--- src/include/clock_pulse_generator_defs.svh ---
// Offsets, field positions, reset values and timing in nanoseconds of the block
`ifndef CLOCK_PULSE_GENERATOR_DEFS_SVH
`define CLOCK_PULSE_GENERATOR_DEFS_SVH

// ****************************************************************
// Register offsets
// ****************************************************************
`define SYS_CLK_CTRL_OFFSET   8'h00
`define LOW_POWER_CTRL_OFFSET 8'h04

// ****************************************************************
// Field positions
// ****************************************************************
`define PIN_OFF_BIT           7
`define SWITCH_MODE_BIT       3
`define BUS_SEL_MSB           2
`define LP_RW_MSB             3
`define FACTOR_MSB            1

// ****************************************************************
// Reset values and codes
// ****************************************************************
`define SYS_CLK_CTRL_RESET    8'h00
`define LOW_POWER_CTRL_RESET  8'h00
`define FACTOR_X1             2'h0
`define FACTOR_BAD            2'h3
`define SELECT_MAX            3'h5
`define DIV_WRAP              5'h1F
`define RESP_OKAY             2'h0
`define RESP_SLVERR           2'h2

// ****************************************************************
// Timing
// ****************************************************************
`define SETTLE_UNIT_NS        81920
`define CLK_PERIOD_NS         10

`endif

--- src/include/clock_pulse_generator_pkg.sv ---
// Types shared by the clock pulse generator control files
`default_nettype none
package clock_pulse_generator_pkg;

    // Power state of the generator
    typedef enum logic [2:0] {
        ST_RUN        = 3'b000,
        ST_SLEEP      = 3'b001,
        ST_SW_STANDBY = 3'b010,
        ST_SETTLE     = 3'b011,
        ST_HW_STANDBY = 3'b100
    } power_state_type;

endpackage
`default_nettype wire

--- src/clock_pulse_generator_ctrl.sv ---
// Clock pulse generator control: registers, power states and clock pin
`default_nettype none
`include "clock_pulse_generator_defs.svh"
module clock_pulse_generator_ctrl
    import clock_pulse_generator_pkg::*;
#(
    parameter int unsigned SETTLE_UNIT =
        (`SETTLE_UNIT_NS + `CLK_PERIOD_NS - 1) / `CLK_PERIOD_NS
)
(
    // Clock and reset
    input  wire logic        clk_i,
    input  wire logic        rst_n_i,
    // AXI4-Lite write address and data
    input  wire logic [7:0]  s_axi_awaddr_i,
    input  wire logic        s_axi_awvalid_i,
    output logic             s_axi_awready_o,
    input  wire logic [31:0] s_axi_wdata_i,
    input  wire logic [3:0]  s_axi_wstrb_i,
    input  wire logic        s_axi_wvalid_i,
    output logic             s_axi_wready_o,
    // AXI4-Lite write response
    output logic [1:0]       s_axi_bresp_o,
    output logic             s_axi_bvalid_o,
    input  wire logic        s_axi_bready_i,
    // AXI4-Lite read
    input  wire logic [7:0]  s_axi_araddr_i,
    input  wire logic        s_axi_arvalid_i,
    output logic             s_axi_arready_o,
    output logic [31:0]      s_axi_rdata_o,
    output logic [1:0]       s_axi_rresp_o,
    output logic             s_axi_rvalid_o,
    input  wire logic        s_axi_rready_i,
    // Processor power requests, same clock
    input  wire logic        sleep_req_i,
    input  wire logic        standby_enable_i,
    input  wire logic        wake_i,
    input  wire logic        pc_break_i,
    input  wire logic [2:0]  standby_wait_select_i,
    // Hardware standby pin
    input  wire logic        hw_standby_i,
    // Clock generator outputs
    output logic             bus_clk_en_o,
    output logic [1:0]       pll_factor_o,
    output logic             oscillator_run_o,
    output logic             cpu_resume_o,
    output logic             break_exception_o,
    // System clock pin
    output logic             clock_pin_o,
    output logic             clock_pin_oe_o
);

    // ****************************************************************
    // Register bus
    // ****************************************************************
    logic [7:0]  sys_clk_ctrl_reg;
    logic [7:0]  low_power_ctrl_reg;
    logic [7:0]  aw_addr_reg;
    logic [7:0]  w_data_reg;
    logic        w_lane0_reg;
    logic        aw_full_reg;
    logic        w_full_reg;
    logic        aw_take;
    logic        w_take;
    logic        commit;
    logic        aw_full_next;
    logic        w_full_next;
    logic        b_next;
    logic        ar_take;
    logic        r_next;
    logic        wr_sys;
    logic        wr_low;
    logic        wr_hit;
    logic        rd_sys;
    logic        rd_low;
    logic [7:0]  rd_byte;
    logic [7:0]  sys_clk_ctrl_next;
    logic [7:0]  low_power_ctrl_next;

    // Handshakes; address and data are held separately, any order
    assign aw_take      = s_axi_awvalid_i & s_axi_awready_o;
    assign w_take       = s_axi_wvalid_i & s_axi_wready_o;
    assign commit       = aw_full_reg & w_full_reg & ~s_axi_bvalid_o;
    assign aw_full_next = (aw_full_reg | aw_take) & ~commit;
    assign w_full_next  = (w_full_reg | w_take) & ~commit;
    assign b_next       = commit | (s_axi_bvalid_o & ~s_axi_bready_i);
    assign ar_take      = s_axi_arvalid_i & s_axi_arready_o;
    assign r_next       = ar_take | (s_axi_rvalid_o & ~s_axi_rready_i);

    // Address decode
    assign wr_sys  = (aw_addr_reg == `SYS_CLK_CTRL_OFFSET);
    assign wr_low  = (aw_addr_reg == `LOW_POWER_CTRL_OFFSET);
    assign wr_hit  = wr_sys | wr_low;
    assign rd_sys  = (s_axi_araddr_i == `SYS_CLK_CTRL_OFFSET);
    assign rd_low  = (s_axi_araddr_i == `LOW_POWER_CTRL_OFFSET);
    assign rd_byte = rd_sys ? sys_clk_ctrl_reg
                   : rd_low ? low_power_ctrl_reg : 8'h00;

    // Reserved bits never stored, so they read zero
    assign sys_clk_ctrl_next = (commit && wr_sys && w_lane0_reg)
        ? {w_data_reg[`PIN_OFF_BIT], 3'h0,
           w_data_reg[`SWITCH_MODE_BIT:0]}
        : sys_clk_ctrl_reg;
    assign low_power_ctrl_next = (commit && wr_low && w_lane0_reg)
        ? {4'h0, w_data_reg[`LP_RW_MSB:0]}
        : low_power_ctrl_reg;

    // Write channel and registers
    always_ff @(posedge clk_i or negedge rst_n_i)
    begin
        if (!rst_n_i)
        begin
            aw_addr_reg        <= 8'h00;
            w_data_reg         <= 8'h00;
            w_lane0_reg        <= 1'b0;
            aw_full_reg        <= 1'b0;
            w_full_reg         <= 1'b0;
            s_axi_awready_o    <= 1'b1;
            s_axi_wready_o     <= 1'b1;
            s_axi_bvalid_o     <= 1'b0;
            s_axi_bresp_o      <= `RESP_OKAY;
            sys_clk_ctrl_reg   <= `SYS_CLK_CTRL_RESET;
            low_power_ctrl_reg <= `LOW_POWER_CTRL_RESET;
        end
        else
        begin
            if (aw_take)
                aw_addr_reg <= {s_axi_awaddr_i[7:2], 2'h0};
            if (w_take)
            begin
                w_data_reg  <= s_axi_wdata_i[7:0];
                w_lane0_reg <= s_axi_wstrb_i[0];
            end
            if (commit)
                s_axi_bresp_o <= wr_hit ? `RESP_OKAY : `RESP_SLVERR;
            aw_full_reg        <= aw_full_next;
            w_full_reg         <= w_full_next;
            s_axi_awready_o    <= ~aw_full_next;
            s_axi_wready_o     <= ~w_full_next;
            s_axi_bvalid_o     <= b_next;
            sys_clk_ctrl_reg   <= sys_clk_ctrl_next;
            low_power_ctrl_reg <= low_power_ctrl_next;
        end
    end

    // Read channel; data captured when the address is taken
    always_ff @(posedge clk_i or negedge rst_n_i)
    begin
        if (!rst_n_i)
        begin
            s_axi_arready_o <= 1'b1;
            s_axi_rvalid_o  <= 1'b0;
            s_axi_rdata_o   <= 32'h0000_0000;
            s_axi_rresp_o   <= `RESP_OKAY;
        end
        else
        begin
            if (ar_take)
            begin
                s_axi_rdata_o <= {24'h00_0000, rd_byte};
                s_axi_rresp_o <= (rd_sys | rd_low) ? `RESP_OKAY
                                                   : `RESP_SLVERR;
            end
            s_axi_rvalid_o  <= r_next;
            s_axi_arready_o <= ~r_next;
        end
    end

    // ****************************************************************
    // Power state sequencing
    // ****************************************************************
    power_state_type state_reg;
    power_state_type state_next;
    logic [1:0]  hw_sync_reg;
    logic        hw_standby;
    logic        switch_now;
    logic        written_factor_ok;
    logic        enter_standby;
    logic        settle_start;
    logic        settle_done;
    logic        break_reg;
    logic        break_next;
    logic [1:0]  factor_next;
    logic [31:0] settle_limit;
    logic        gen_running;

    assign hw_standby        = hw_sync_reg[1];
    assign switch_now        = sys_clk_ctrl_reg[`SWITCH_MODE_BIT];
    assign written_factor_ok =
        (low_power_ctrl_reg[`FACTOR_MSB:0] != `FACTOR_BAD);
    assign enter_standby = (state_reg == ST_RUN) && sleep_req_i
                           && standby_enable_i;
    assign settle_start  = (state_next == ST_SETTLE)
                           && (state_reg != ST_SETTLE);
    // Longer wait per code step; a count this size must be shortenable
    assign settle_limit  = 32'(SETTLE_UNIT)
                           * {29'h0, standby_wait_select_i}
                           + 32'(SETTLE_UNIT);
    assign gen_running   = (state_reg == ST_RUN) || (state_reg == ST_SLEEP);

    // Next power state; hardware standby overrides everything
    always_comb
    begin
        state_next = state_reg;
        unique case (state_reg)
            ST_RUN:
                if (sleep_req_i)
                    state_next = standby_enable_i ? ST_SW_STANDBY : ST_SLEEP;
            ST_SLEEP:
                if (wake_i)
                    state_next = ST_RUN;
            ST_SW_STANDBY:
                if (wake_i)
                    state_next = ST_SETTLE;
            ST_SETTLE:
                if (settle_done)
                    state_next = ST_RUN;
            ST_HW_STANDBY:
                if (!hw_standby)
                    state_next = ST_SETTLE;
            default:
                state_next = ST_RUN;
        endcase
        if (hw_standby)
            state_next = ST_HW_STANDBY;
    end

    // Break on the standby sleep is kept until the settle wait ends
    assign break_next = (enter_standby && pc_break_i)
                        ? 1'b1
                        : (settle_done ? 1'b0 : break_reg);

    // Active factor: immediate on rewrite, or taken at standby entry
    assign factor_next =
        ((switch_now && written_factor_ok)
         || (!switch_now && enter_standby && written_factor_ok))
        ? low_power_ctrl_reg[`FACTOR_MSB:0]
        : pll_factor_o;

    // Hardware standby pin synchroniser
    always_ff @(posedge clk_i or negedge rst_n_i)
    begin
        if (!rst_n_i)
            hw_sync_reg <= 2'h0;
        else
            hw_sync_reg <= {hw_sync_reg[0], hw_standby_i};
    end

    // State, factor and event outputs
    always_ff @(posedge clk_i or negedge rst_n_i)
    begin
        if (!rst_n_i)
        begin
            state_reg         <= ST_RUN;
            break_reg         <= 1'b0;
            pll_factor_o      <= `FACTOR_X1;
            oscillator_run_o  <= 1'b1;
            cpu_resume_o      <= 1'b0;
            break_exception_o <= 1'b0;
        end
        else
        begin
            state_reg         <= state_next;
            break_reg         <= break_next;
            pll_factor_o      <= factor_next;
            oscillator_run_o  <= (state_next != ST_SW_STANDBY)
                                 && (state_next != ST_HW_STANDBY);
            cpu_resume_o      <= (settle_done && !break_reg)
                                 || (state_reg == ST_SLEEP && wake_i);
            break_exception_o <= settle_done && break_reg;
        end
    end

    settle_timer u_settle
    (
        .clk_i   (clk_i),
        .rst_n_i (rst_n_i),
        .start_i (settle_start),
        .limit_i (settle_limit),
        .done_o  (settle_done)
    );

    // ****************************************************************
    // Bus master clock and clock pin
    // ****************************************************************
    logic phase_reg;
    logic pin_next;

    medium_speed_divider u_divider
    (
        .clk_i           (clk_i),
        .rst_n_i         (rst_n_i),
        .run_i           (gen_running),
        .select_i        (sys_clk_ctrl_reg[`BUS_SEL_MSB:0]),
        .bus_clk_en_o    (bus_clk_en_o),
        .active_select_o ()
    );

    // Pin mirrors the clock as a toggle; held high when stopped
    assign pin_next = (gen_running && !sys_clk_ctrl_reg[`PIN_OFF_BIT])
                      ? ~phase_reg : 1'b1;

    // Pin drive; released only in hardware standby
    always_ff @(posedge clk_i or negedge rst_n_i)
    begin
        if (!rst_n_i)
        begin
            phase_reg      <= 1'b1;
            clock_pin_o    <= 1'b1;
            clock_pin_oe_o <= 1'b1;
        end
        else
        begin
            phase_reg      <= pin_next;
            clock_pin_o    <= pin_next;
            clock_pin_oe_o <= (state_next != ST_HW_STANDBY);
        end
    end

    // ****************************************************************
    // Checks
    // ****************************************************************
    pin_high_standby_a: assert property (@(posedge clk_i)
        disable iff (!rst_n_i)
        (state_reg == ST_SW_STANDBY) |=> clock_pin_o)
        else $error("clock pin not high in software standby");
    pin_released_a: assert property (@(posedge clk_i) disable iff (!rst_n_i)
        (state_reg == ST_HW_STANDBY) |-> !clock_pin_oe_o)
        else $error("clock pin driven in hardware standby");
    reserved_zero_a: assert property (@(posedge clk_i) disable iff (!rst_n_i)
        s_axi_rvalid_o |-> (s_axi_rdata_o[6:4] == 3'h0))
        else $error("reserved bits read nonzero");
    factor_defer_a: assert property (@(posedge clk_i) disable iff (!rst_n_i)
        (!switch_now && !enter_standby) |=> $stable(pll_factor_o))
        else $error("deferred factor changed outside standby entry");
    factor_now_a: assert property (@(posedge clk_i) disable iff (!rst_n_i)
        (switch_now && written_factor_ok)
        |=> (pll_factor_o == $past(low_power_ctrl_reg[1:0])))
        else $error("immediate factor not applied");
    factor_legal_a: assert property (@(posedge clk_i) disable iff (!rst_n_i)
        pll_factor_o != `FACTOR_BAD)
        else $error("prohibited factor in use");
    standby_take_a: assert property (@(posedge clk_i) disable iff (!rst_n_i)
        (enter_standby && !switch_now && written_factor_ok && !hw_standby)
        |=> (pll_factor_o == $past(low_power_ctrl_reg[1:0]))
            && !oscillator_run_o)
        else $error("standby entry did not take written factor");
    settle_end_a: assert property (@(posedge clk_i) disable iff (!rst_n_i)
        (settle_done && state_reg == ST_SETTLE && !hw_standby)
        |=> (state_reg == ST_RUN) && (cpu_resume_o ^ break_exception_o))
        else $error("settle end did not resume exactly once");
    low_bits_rw_a: assert property (@(posedge clk_i) disable iff (!rst_n_i)
        (commit && wr_low && w_lane0_reg)
        |=> (low_power_ctrl_reg[3:2] == $past(w_data_reg[3:2])))
        else $error("power bits 3..2 not stored");
    standby_cover_c: cover property (@(posedge clk_i) disable iff (!rst_n_i)
        enter_standby ##[1:20] (state_reg == ST_SETTLE));
    break_cover_c: cover property (@(posedge clk_i) disable iff (!rst_n_i)
        break_exception_o);
    sleep_cover_c: cover property (@(posedge clk_i) disable iff (!rst_n_i)
        (state_reg == ST_SLEEP) ##1 cpu_resume_o);

endmodule
`default_nettype wire

--- src/medium_speed_divider.sv ---
// Medium-speed divider and glitch-free bus master clock enable selection
`default_nettype none
`include "clock_pulse_generator_defs.svh"
module medium_speed_divider
(
    // Clock and reset
    input  wire logic       clk_i,
    input  wire logic       rst_n_i,
    // Control
    input  wire logic       run_i,
    input  wire logic [2:0] select_i,
    // Enables
    output logic            bus_clk_en_o,
    output logic [2:0]      active_select_o
);

    logic [4:0] count_reg;
    logic [4:0] count_next;
    logic [5:0] tap;
    logic       wrap;
    logic       select_ok;
    logic [2:0] select_next;
    logic       en_next;

    // Tap k is high once every 2**k cycles
    assign tap[0] = 1'b1;
    for (genvar k = 1; k < 6; k++)
    begin : g_tap
        assign tap[k] = &count_reg[k-1:0];
    end

    // Switch only where every divided period ends together
    assign wrap        = (count_reg == `DIV_WRAP);
    assign select_ok   = (select_i <= `SELECT_MAX);
    assign select_next = (wrap && select_ok) ? select_i
                                             : active_select_o;
    assign count_next  = run_i ? count_reg + 5'h01 : count_reg;
    assign en_next     = run_i & tap[active_select_o];

    // Divider state
    always_ff @(posedge clk_i or negedge rst_n_i)
    begin
        if (!rst_n_i)
        begin
            count_reg       <= 5'h00;
            active_select_o <= 3'h0;
            bus_clk_en_o    <= 1'b1;
        end
        else
        begin
            count_reg       <= count_next;
            active_select_o <= select_next;
            bus_clk_en_o    <= en_next;
        end
    end

    // ****************************************************************
    // Checks
    // ****************************************************************
    select_legal_a: assert property (@(posedge clk_i) disable iff (!rst_n_i)
        active_select_o <= `SELECT_MAX)
        else $error("bus clock select holds a prohibited code");
    select_switch_a: assert property (@(posedge clk_i) disable iff (!rst_n_i)
        (active_select_o != $past(active_select_o)) |-> $past(wrap))
        else $error("bus clock select changed mid period");
    half_rate_a: assert property (@(posedge clk_i) disable iff (!rst_n_i)
        (active_select_o == 3'h1 && run_i && $past(run_i) && bus_clk_en_o)
        |=> !bus_clk_en_o)
        else $error("half rate enable ran two cycles in a row");

endmodule
`default_nettype wire

--- src/settle_timer.sv ---
// Oscillation settling wait counter for standby exit
`default_nettype none
module settle_timer
(
    // Clock and reset
    input  wire logic        clk_i,
    input  wire logic        rst_n_i,
    // Control
    input  wire logic        start_i,
    input  wire logic [31:0] limit_i,
    // Status
    output logic             done_o
);

    logic [31:0] count_reg;
    logic        busy_reg;
    logic        last;

    // Last cycle of the wait; a zero limit still takes one cycle
    assign last = busy_reg && (count_reg <= 32'h0000_0001);

    // Countdown
    always_ff @(posedge clk_i or negedge rst_n_i)
    begin
        if (!rst_n_i)
        begin
            count_reg <= 32'h0000_0000;
            busy_reg  <= 1'b0;
            done_o    <= 1'b0;
        end
        else
        begin
            done_o <= last;
            if (start_i)
            begin
                count_reg <= limit_i;
                busy_reg  <= 1'b1;
            end
            else if (last)
                busy_reg <= 1'b0;
            else if (busy_reg)
                count_reg <= count_reg - 32'h0000_0001;
        end
    end

endmodule
`default_nettype wire

--- config.mk ---
export PLATFORM = sky130hd
export DESIGN_NAME = clock_pulse_generator_ctrl
export DESIGN_NICKNAME = d
export VERILOG_FILES = /design/src/include/clock_pulse_generator_pkg.sv /design/src/clock_pulse_generator_ctrl.sv /design/src/medium_speed_divider.sv /design/src/settle_timer.sv
export VERILOG_INCLUDE_DIRS = /design/src /design/src/include
export SDC_FILE = /design/constraint.sdc
export NUM_CORES = 1
export LEC_CHECK = 0
export ABC_AREA = 1
export CAP_MARGIN = 40
export CORE_AREA = 2 2 108 84
export DETAILED_ROUTE_END_ITERATION = 8
export DIE_AREA = 0 0 110 86
export DONT_BUFFER_PORTS = 1
export GPL_ROUTABILITY_DRIVEN = 0
export PLACE_DENSITY = 0.81
export SETUP_SLACK_MARGIN = 0.3
export SLEW_MARGIN = 40
export SYNTH_ARGS = -nofsm -noshare
export SYNTH_HDL_FRONTEND = slang
export SYNTH_SLANG_ARGS = --single-unit
export TNS_END_PERCENT = 10
--- constraint.sdc ---
create_clock -name clk_i -period 5 [get_ports clk_i]
set_clock_uncertainty 0.2 [all_clocks]
set_input_delay 0.25 -clock clk_i [delete_from_list [all_inputs] [get_ports clk_i]]
set_output_delay 0.25 -clock clk_i [all_outputs]
set_load 0.02 [all_outputs]
==> results of run 1 <==
-- Yosys cell counts (all sizes together) --
library cell and count:
ha 6, o22ai 1, o21bai 2, dfstp 7, xnor2 5, o21ai 35
nand3b 14, dfrtp 84, buf 41, nand4 7, conb 1, a21oi 3
a31oi 3, a22o 1, o31ai 1, clkinv 1, nand2 152, nor2 90
xor2 21, nand3 73, nor3 3, clkbuf 2, inv 52, or2 2
nor3b 1, nor4 3, mux2 3
-- metrics by stage --
step | power, W | setup WS, ns
4_1_cts | 0.00262 | 2.01
5_1_grt | 0.00285 | 1.75
3_5_place_dp | 0.00204 | 2.29
6_report | 0.00265 | 1.81
2_1_floorplan | 0.00187 | 3.13
3_3_place_gp | 0.00199 | 2.33
-- logic make-up (layout without fill, tap and decap cells) --
logic type / after synthesis / after routing
AND/OR/NAND/NOR: 345 / 345
buffers and inverters: 96 / 106
flip-flops: 91 / 91
AO/OA/AOI/OAI: 46 / 46
XOR/XNOR: 26 / 26
adder cells (fa/ha/maj): 6 / 6
multiplexers: 3 / 3
other: 1 / 29
-- power by group --
group | leakage, nW | internal, W | switching, W | total (W)
Clock | 0.107 | 0.000259 | 0.000265 | 0.000524
Sequential | 1.15 | 0.000970 | 0.000232 | 0.00120
Combinational | 1.53 | 0.000342 | 0.000583 | 0.000924
-- metal layers --
layer	global-route usage	routed length (um)
met3	0.0798	885
met1	0.343	4750
met5	0	0
met2	0.393	5160
met4	0.110	330
-- cell usage in the layout, fill, tap and decap left out, types with 5 or more instances in the layout --
cell	Yosys	final
clkbuf_8	0	11
conb_1	1	29
dfrtp_1	84	84
dfstp_2	7	7
dlygate4sd3_1	0	35
ha_1	6	6
inv_1	52	52
nand2_1	150	150
nand3_1	72	72
nand3b_1	14	14
nand4_1	7	7
nor2_1	86	86
o21ai_0	32	32
xnor2_1	5	5
xor2_1	21	21
-- tightest hold or removal path: cells and delay by family --
kind,cells,cell delay (ns)
AND/OR/NAND/NOR,2,0.23
AO/OA/AOI/OAI,1,0.09
-- how the worst max path moves through the flow --
stage / start / endpoint / slack [ns] / cells past startpoint
floorplan: u_settle.count_reg[0]$_DFFE_PN0P_ / u_settle.count_reg[10]$_DFFE_PN0P_ / 3.13 / 12
global placement: u_settle.count_reg[0]$_DFFE_PN0P_ / u_settle.count_reg[29]$_DFFE_PN0P_ / 2.33 / 14
detailed placement: u_settle.count_reg[0]$_DFFE_PN0P_ / u_settle.count_reg[29]$_DFFE_PN0P_ / 2.29 / 13
CTS: s_axi_araddr_i[5] / s_axi_rdata_o[3]$_DFFE_PN0P_ / 2.01 / 7
global route: s_axi_araddr_i[5] / s_axi_rdata_o[3]$_DFFE_PN0P_ / 1.75 / 7
finish: s_axi_araddr_i[5] / s_axi_rdata_o[3]$_DFFE_PN0P_ / 1.81 / 7
-- area by class of cell --
class	count	area (sq um)	area share
clock buffer	12	155	0.0286
inverter	53	199	0.0367
timing repair buffer	37	385	0.0710
tap	108	135	0.0249
clock inverter	4	48.8	0.00899
multi-input combinational	455	2220	0.409
sequential	91	2290	0.421
==> results.md, run 1 <==
* Status: finished clean
* Number of global-route vias before repair at 4006
* Post-Layout Cell Count at 760
* Hold endpoint: s_axi_rdata_o[7]$_DFFE_PN0P_
* Cell variety after synth at 36
* Post-synthesis adder-cell area fraction at 0.0153
* Synthesized instance count at 614
* Synth area leader: dfrtp_1
* Clock Path Buffers at 2
* Max Cap Viol at 0
* Starting DRT DRC Count at 490
* Total wire length at 11100 um
* Fin Hold WS at 0.0425 ns
* Ant diodes at 0
* CTS Buf Count at 9
* Post-synthesis compound-gate area fraction at 0.0526
* Register area share after synthesis at 0.466
* Synthesized area per cell at 7.99 sq um
* Flops & latches, synth at 91
* # fillers at 642
* I/O pin total at 116
* Xor and xnor fraction of the mapped netlist area at 0.0464
* Buffers on Ports at 0
* Top post-synthesis cells by area: dfrtp_1 (43%), nand2_1 (11%), nand3_1 (7.3%)
* Total GRT Usage at 0.259
* Number of flip-flops in the largest register at 32
* Synth top area share at 0.429
* Drt drc at 0
* Global-route wire length before repair at 18900 um
* Die H at 86 um
* Wire length per cell at 14.6 um
* Crit path launch type: primary input
* Die Span X at 110 um
* CTS tree: yes
* Reg2Reg Depth at 14
* CTS Root Cell: clkbuf_8
* Unrepaired setup endpoints after global routing: false
* Total congestion overflow at 0
* Synthesis-to-finish area growth at 10.7%
* Fraction of layout cells with a size suffix above 1 at 0.0583
* Starting Density at 0.590
* Drt first pass iters at 5
* Post-CTS setup buffers at 0
* Hold Path Stages at 3
* CP Max Fanout at 6
* R2R Path Start: u_settle.count_reg[0]$_DFFE_PN0P_
* # rows at 29
* Vias per cell at 5.40
* Main combinational cell family by area after synthesis: simple AND/OR/NAND/NOR gates
* Die area at 9460 sq um
* Worst-margin pin slew at 0.783 ns
* Clk sinks at 91
* CP max stage delay at 0.73 ns
* CTS Hold Bufs at 36
* Post_cts resized at 0
* Post-route cell area at 5430 sq um
* Post-Synth Simple-Gate Area at 0.309
* R2R Path End: u_settle.count_reg[29]$_DFFE_PN0P_
* Crit-path cells: dlygate4sd3_1, nor4_2, dlygate4sd3_1, nand4_1, dlygate4sd3_1, a31oi_1, dlygate4sd3_1
* Core area at 8310 sq um
* Clk_lat worst skew at 0.38 ns
* Detailed Place HPWL at 7090 um
* Max VDD drop at 0.336 mV
* Number of vias in the routed layout at 4101
* CTS H-Tree Depth at 3
* Setup TNS at 0 ns
* Fmax at 314 MHz
* Most used cell along the critical path: dlygate4sd3_1
* Final Slew Violations at 0
* Final period util at 0.638
* Post-route ant nets at 0
* Power Density at 488 nW/um^2
* Cells after DPL at 708
* Ys Warns at 0
* Area after DPL at 4850 sq um
* Max stage delay cell, worst path: dlygate4sd3_1
* Final Hold Viols at 0
* Area of the mapped netlist at 4900 sq um
* Worst-path clk slew at 0.09 ns
* Initial antenna violation count at 0
* Final net count at 720
* Flop2flop setup slack at 2.23 ns
* Mux contribution to synthesized area at 0.00689
* Worst slew margin relative to its limit at 0.477
* Final Util at 0.653
* Setup CP Type: in2reg
* Crit path max-delay family: buffers and inverters
* Largest net degree at the start of global routing at 92
* Setup Viol. Count Final at 0
* Hold Path Class: in2reg
* CP Capture Type: register
* Worst path required time at 5.12 ns
* Crit path buf inv count at 4
* P_leak at 2.79 nW
* Final Critical Period at 3.19 ns
* WP data arrival at 3.31 ns
* HP Start: s_axi_araddr_i[0]
(Power assumes the default switching activity.)
==> run 2, diff against run 1 <==
Settings changed: CORE_AREA 2 2 108 84 to 2 2 110 85, DIE_AREA 0 0 110 86 to 0 0 112 87, PLACE_DENSITY 0.81 to 0.82.
Clock period 5 ns to 2.65 ns, I/O delays scaled along.
==> run 2 against run 1 <==
  * The run now ends with negative hold slack left
  * Design area rose by 3.6%
  * Die area up 3.0%
  * Total power up 100%
  * Via count is 3.3% higher
  * Hold slack worse by 0.77 ns
  * Setup slack got worse by 1.4 ns
  * Non-clock buffer count increased by 8
  * Sequential share of layout area is 1.5 points lower
  * Clock power up 150%
  * Critical path depth grew 3
  * Sequential cell count did not move
  * Register-to-register slack lost 1.8 ns
  * Critical path type is now reg2reg
  * Critical endpoint is now u_settle.count_reg[26]$_DFFE_PN0P_
  * Largest power group unchanged
==> results.md, run 2 (same netlist as run 1, synthesis figures left out) <==
* I/O pin total at 116 (unchanged)
* Critical path startpoint: u_settle.count_reg[0]$_DFFE_PN0P_
* Fin Hold WS at -0.723 ns (-0.765 ns)
* Starting Density at 0.558 (-0.0319)
* Drt first pass iters at 5 (unchanged)
* Hold Path Class: in2async
* CTS Buf Count at 9 (unchanged)
* CP Capture Type: register
* Initial antenna violation count at 0 (unchanged)
* WP data arrival at 2.34 ns (-0.97 ns)
* Worst slew margin relative to its limit at 0.548 (+0.0705)
* Setup CP Type: reg2reg
* Fmax at 441 MHz
* R2R Path End: u_settle.count_reg[26]$_DFFE_PN0P_
* Clk sinks at 91 (unchanged)
* Unrepaired setup endpoints after global routing: true
* Final worst slack at 0.382 ns (-1.43 ns)
* # rows at 30 (+3.4%)
* Pre-CTS WS at 0.347 ns (-1.94 ns)
* Fraction of layout cells with a size suffix above 1 at 0.0696 (+0.0113)
* Number of flip-flops in the largest register at 32 (unchanged)
* Clk_lat worst skew at 0.34 ns (-0.04 ns)
* Die Span X at 112 um (+1.8%)
* Commonest non-fill, non-tap cells in the layout: nand2_1 (150), nor2_1 (84), dfrtp_1 (84), nand3_1 (72), inv_1 (52)
* Reg2Reg Depth at 10 (-4)
* Worst path required time at 2.73 ns (-2.39 ns)
* Number of global-route vias before repair at 4046 (+1.0%)
* Status: finished with violations
* Ant diodes at 0 (unchanged)
* Crit path launch type: register
* Setup TNS at 0 ns (unchanged)
* Largest net degree at the start of global routing at 92 (unchanged)
* Buffers on Ports at 0 (unchanged)
* Flop2flop setup slack at 0.38 ns (-1.85 ns)
* CTS Root Cell: clkbuf_16
* Total wire length at 11500 um (+3.4%)
* Worst-margin pin slew at 0.671 ns (-0.112 ns)
* Worst-path clk slew at 0.07 ns (-0.02 ns)
* Number of vias in the routed layout at 4236 (+3.3%)
* Total GRT Usage at 0.246 (-0.0126)
* Global-route wire length before repair at 19000 um (+0.58%)
* Failing checks: negative hold slack
* Starting DRT DRC Count at 433 (-12%)
* Die H at 87 um (+1.2%)
* Drt drc at 0 (unchanged)
* Detailed Place HPWL at 7190 um (+1.4%)
* Final net count at 729 (+1.3%)
* Final Hold Viols at 91 (+91)
* CP Max Fanout at 5 (-1)
* Max Cap Viol at 0 (unchanged)
* P_leak at 2.87 nW (+2.8%)
* Synthesis-to-finish area growth at 14.7%
* Vias per cell at 5.48 (+1.6%)
* CTS H-Tree Depth at 3 (unchanged)
* Post-route ant nets at 0 (unchanged)
* Final Slew Violations at 0 (unchanged)
* Max VDD drop at 0.620 mV (+85%)
* Overall power consumption at 0.00535 W (+100%)
* CTS Hold Bufs at 39 (+8.3%)
* Final Util at 0.640 (-0.0128)
* Setup Viol. Count Final at 0 (unchanged)
* Final period util at 0.856
* Total congestion overflow at 0 (unchanged)
* Core area at 8780 sq um (+5.7%)
* Most common cell after layout, fill and taps aside: nand2_1
* Die area at 9740 sq um (+3.0%)
* CTS tree: yes
* R2R Path Start: u_settle.count_reg[0]$_DFFE_PN0P_
* Final Critical Period at 2.27 ns
* Clock Path Buffers at 2 (unchanged)
* Power Density at 951 nW/um^2 (+95%)
* Wire length per cell at 14.9 um (+1.6%)
==> run 2: metal layers <==
metal	track usage	wire, um	vias to the layer above
met4	0.101	349	0
met1	0.302	4760	1992
met2	0.415	5460	209
met3	0.0710	933	38
li1	-	-	1997
met5	0	0	-
==> run 2: area by class of cell <==
class / instances / area [sq um]
Clock buffer: 10 / 239
Clock inverter: 6 / 71.3
Fill cell: 695 / 3160
Inverter: 53 / 199
Multi-Input combinational cell: 456 / 2240
Sequential cell: 91 / 2290
Tap cell: 112 / 140
Timing Repair Buffer: 45 / 450
==> run 2: how the worst max path moves through the flow <==
stage,end,depth (start not counted)
2_1_floorplan,u_settle.count_reg[10]$_DFFE_PN0P_,12
3_3_place_gp,u_settle.count_reg[6]$_DFFE_PN0P_,12
3_5_place_dp,u_settle.count_reg[6]$_DFFE_PN0P_,12
4_1_cts,u_settle.count_reg[6]$_DFFE_PN0P_,12
5_1_grt,u_settle.count_reg[26]$_DFFE_PN0P_,10
6_report,u_settle.count_reg[26]$_DFFE_PN0P_,10
==> run 2: critical path: stages, from the launching register on <==
cell and delay, ns:
dfrtp_1 0.42, inv_1 0.12, ha_1 0.18, buf_4 0.14, nand2_1 0.11, nor2_2 0.32, nand2_1 0.17, nor2_1 0.23
or2_2 0.15, nand4_1 0.08, nand2_1 0.10
==> run 2: timing repair <==
action	4_1_cts	5_1_grt
gates resized for setup	0	4
endpoints found under the setup margin	0	32
setup buffers	0	1
hold endpoints to repair	121	91
==> run 2: where the power goes <==
part | switching (W) | internal, W | total, W
clock network | 0.000549 | 0.000764 | 0.00131
logic | 0.00109 | 0.000651 | 0.00174
registers | 0.000458 | 0.00183 | 0.00229
total | 0.00210 | 0.00325 | 0.00535
==> run 2: stage by stage <==
stage / instance area (sq um) / instances
final: 5630 / 773
after global routing: 5630 / 773
after CTS: 5590 / 771
after detailed placement: 4890 / 716
after global placement: 4880 / 716
after floorplan: 5010 / 642
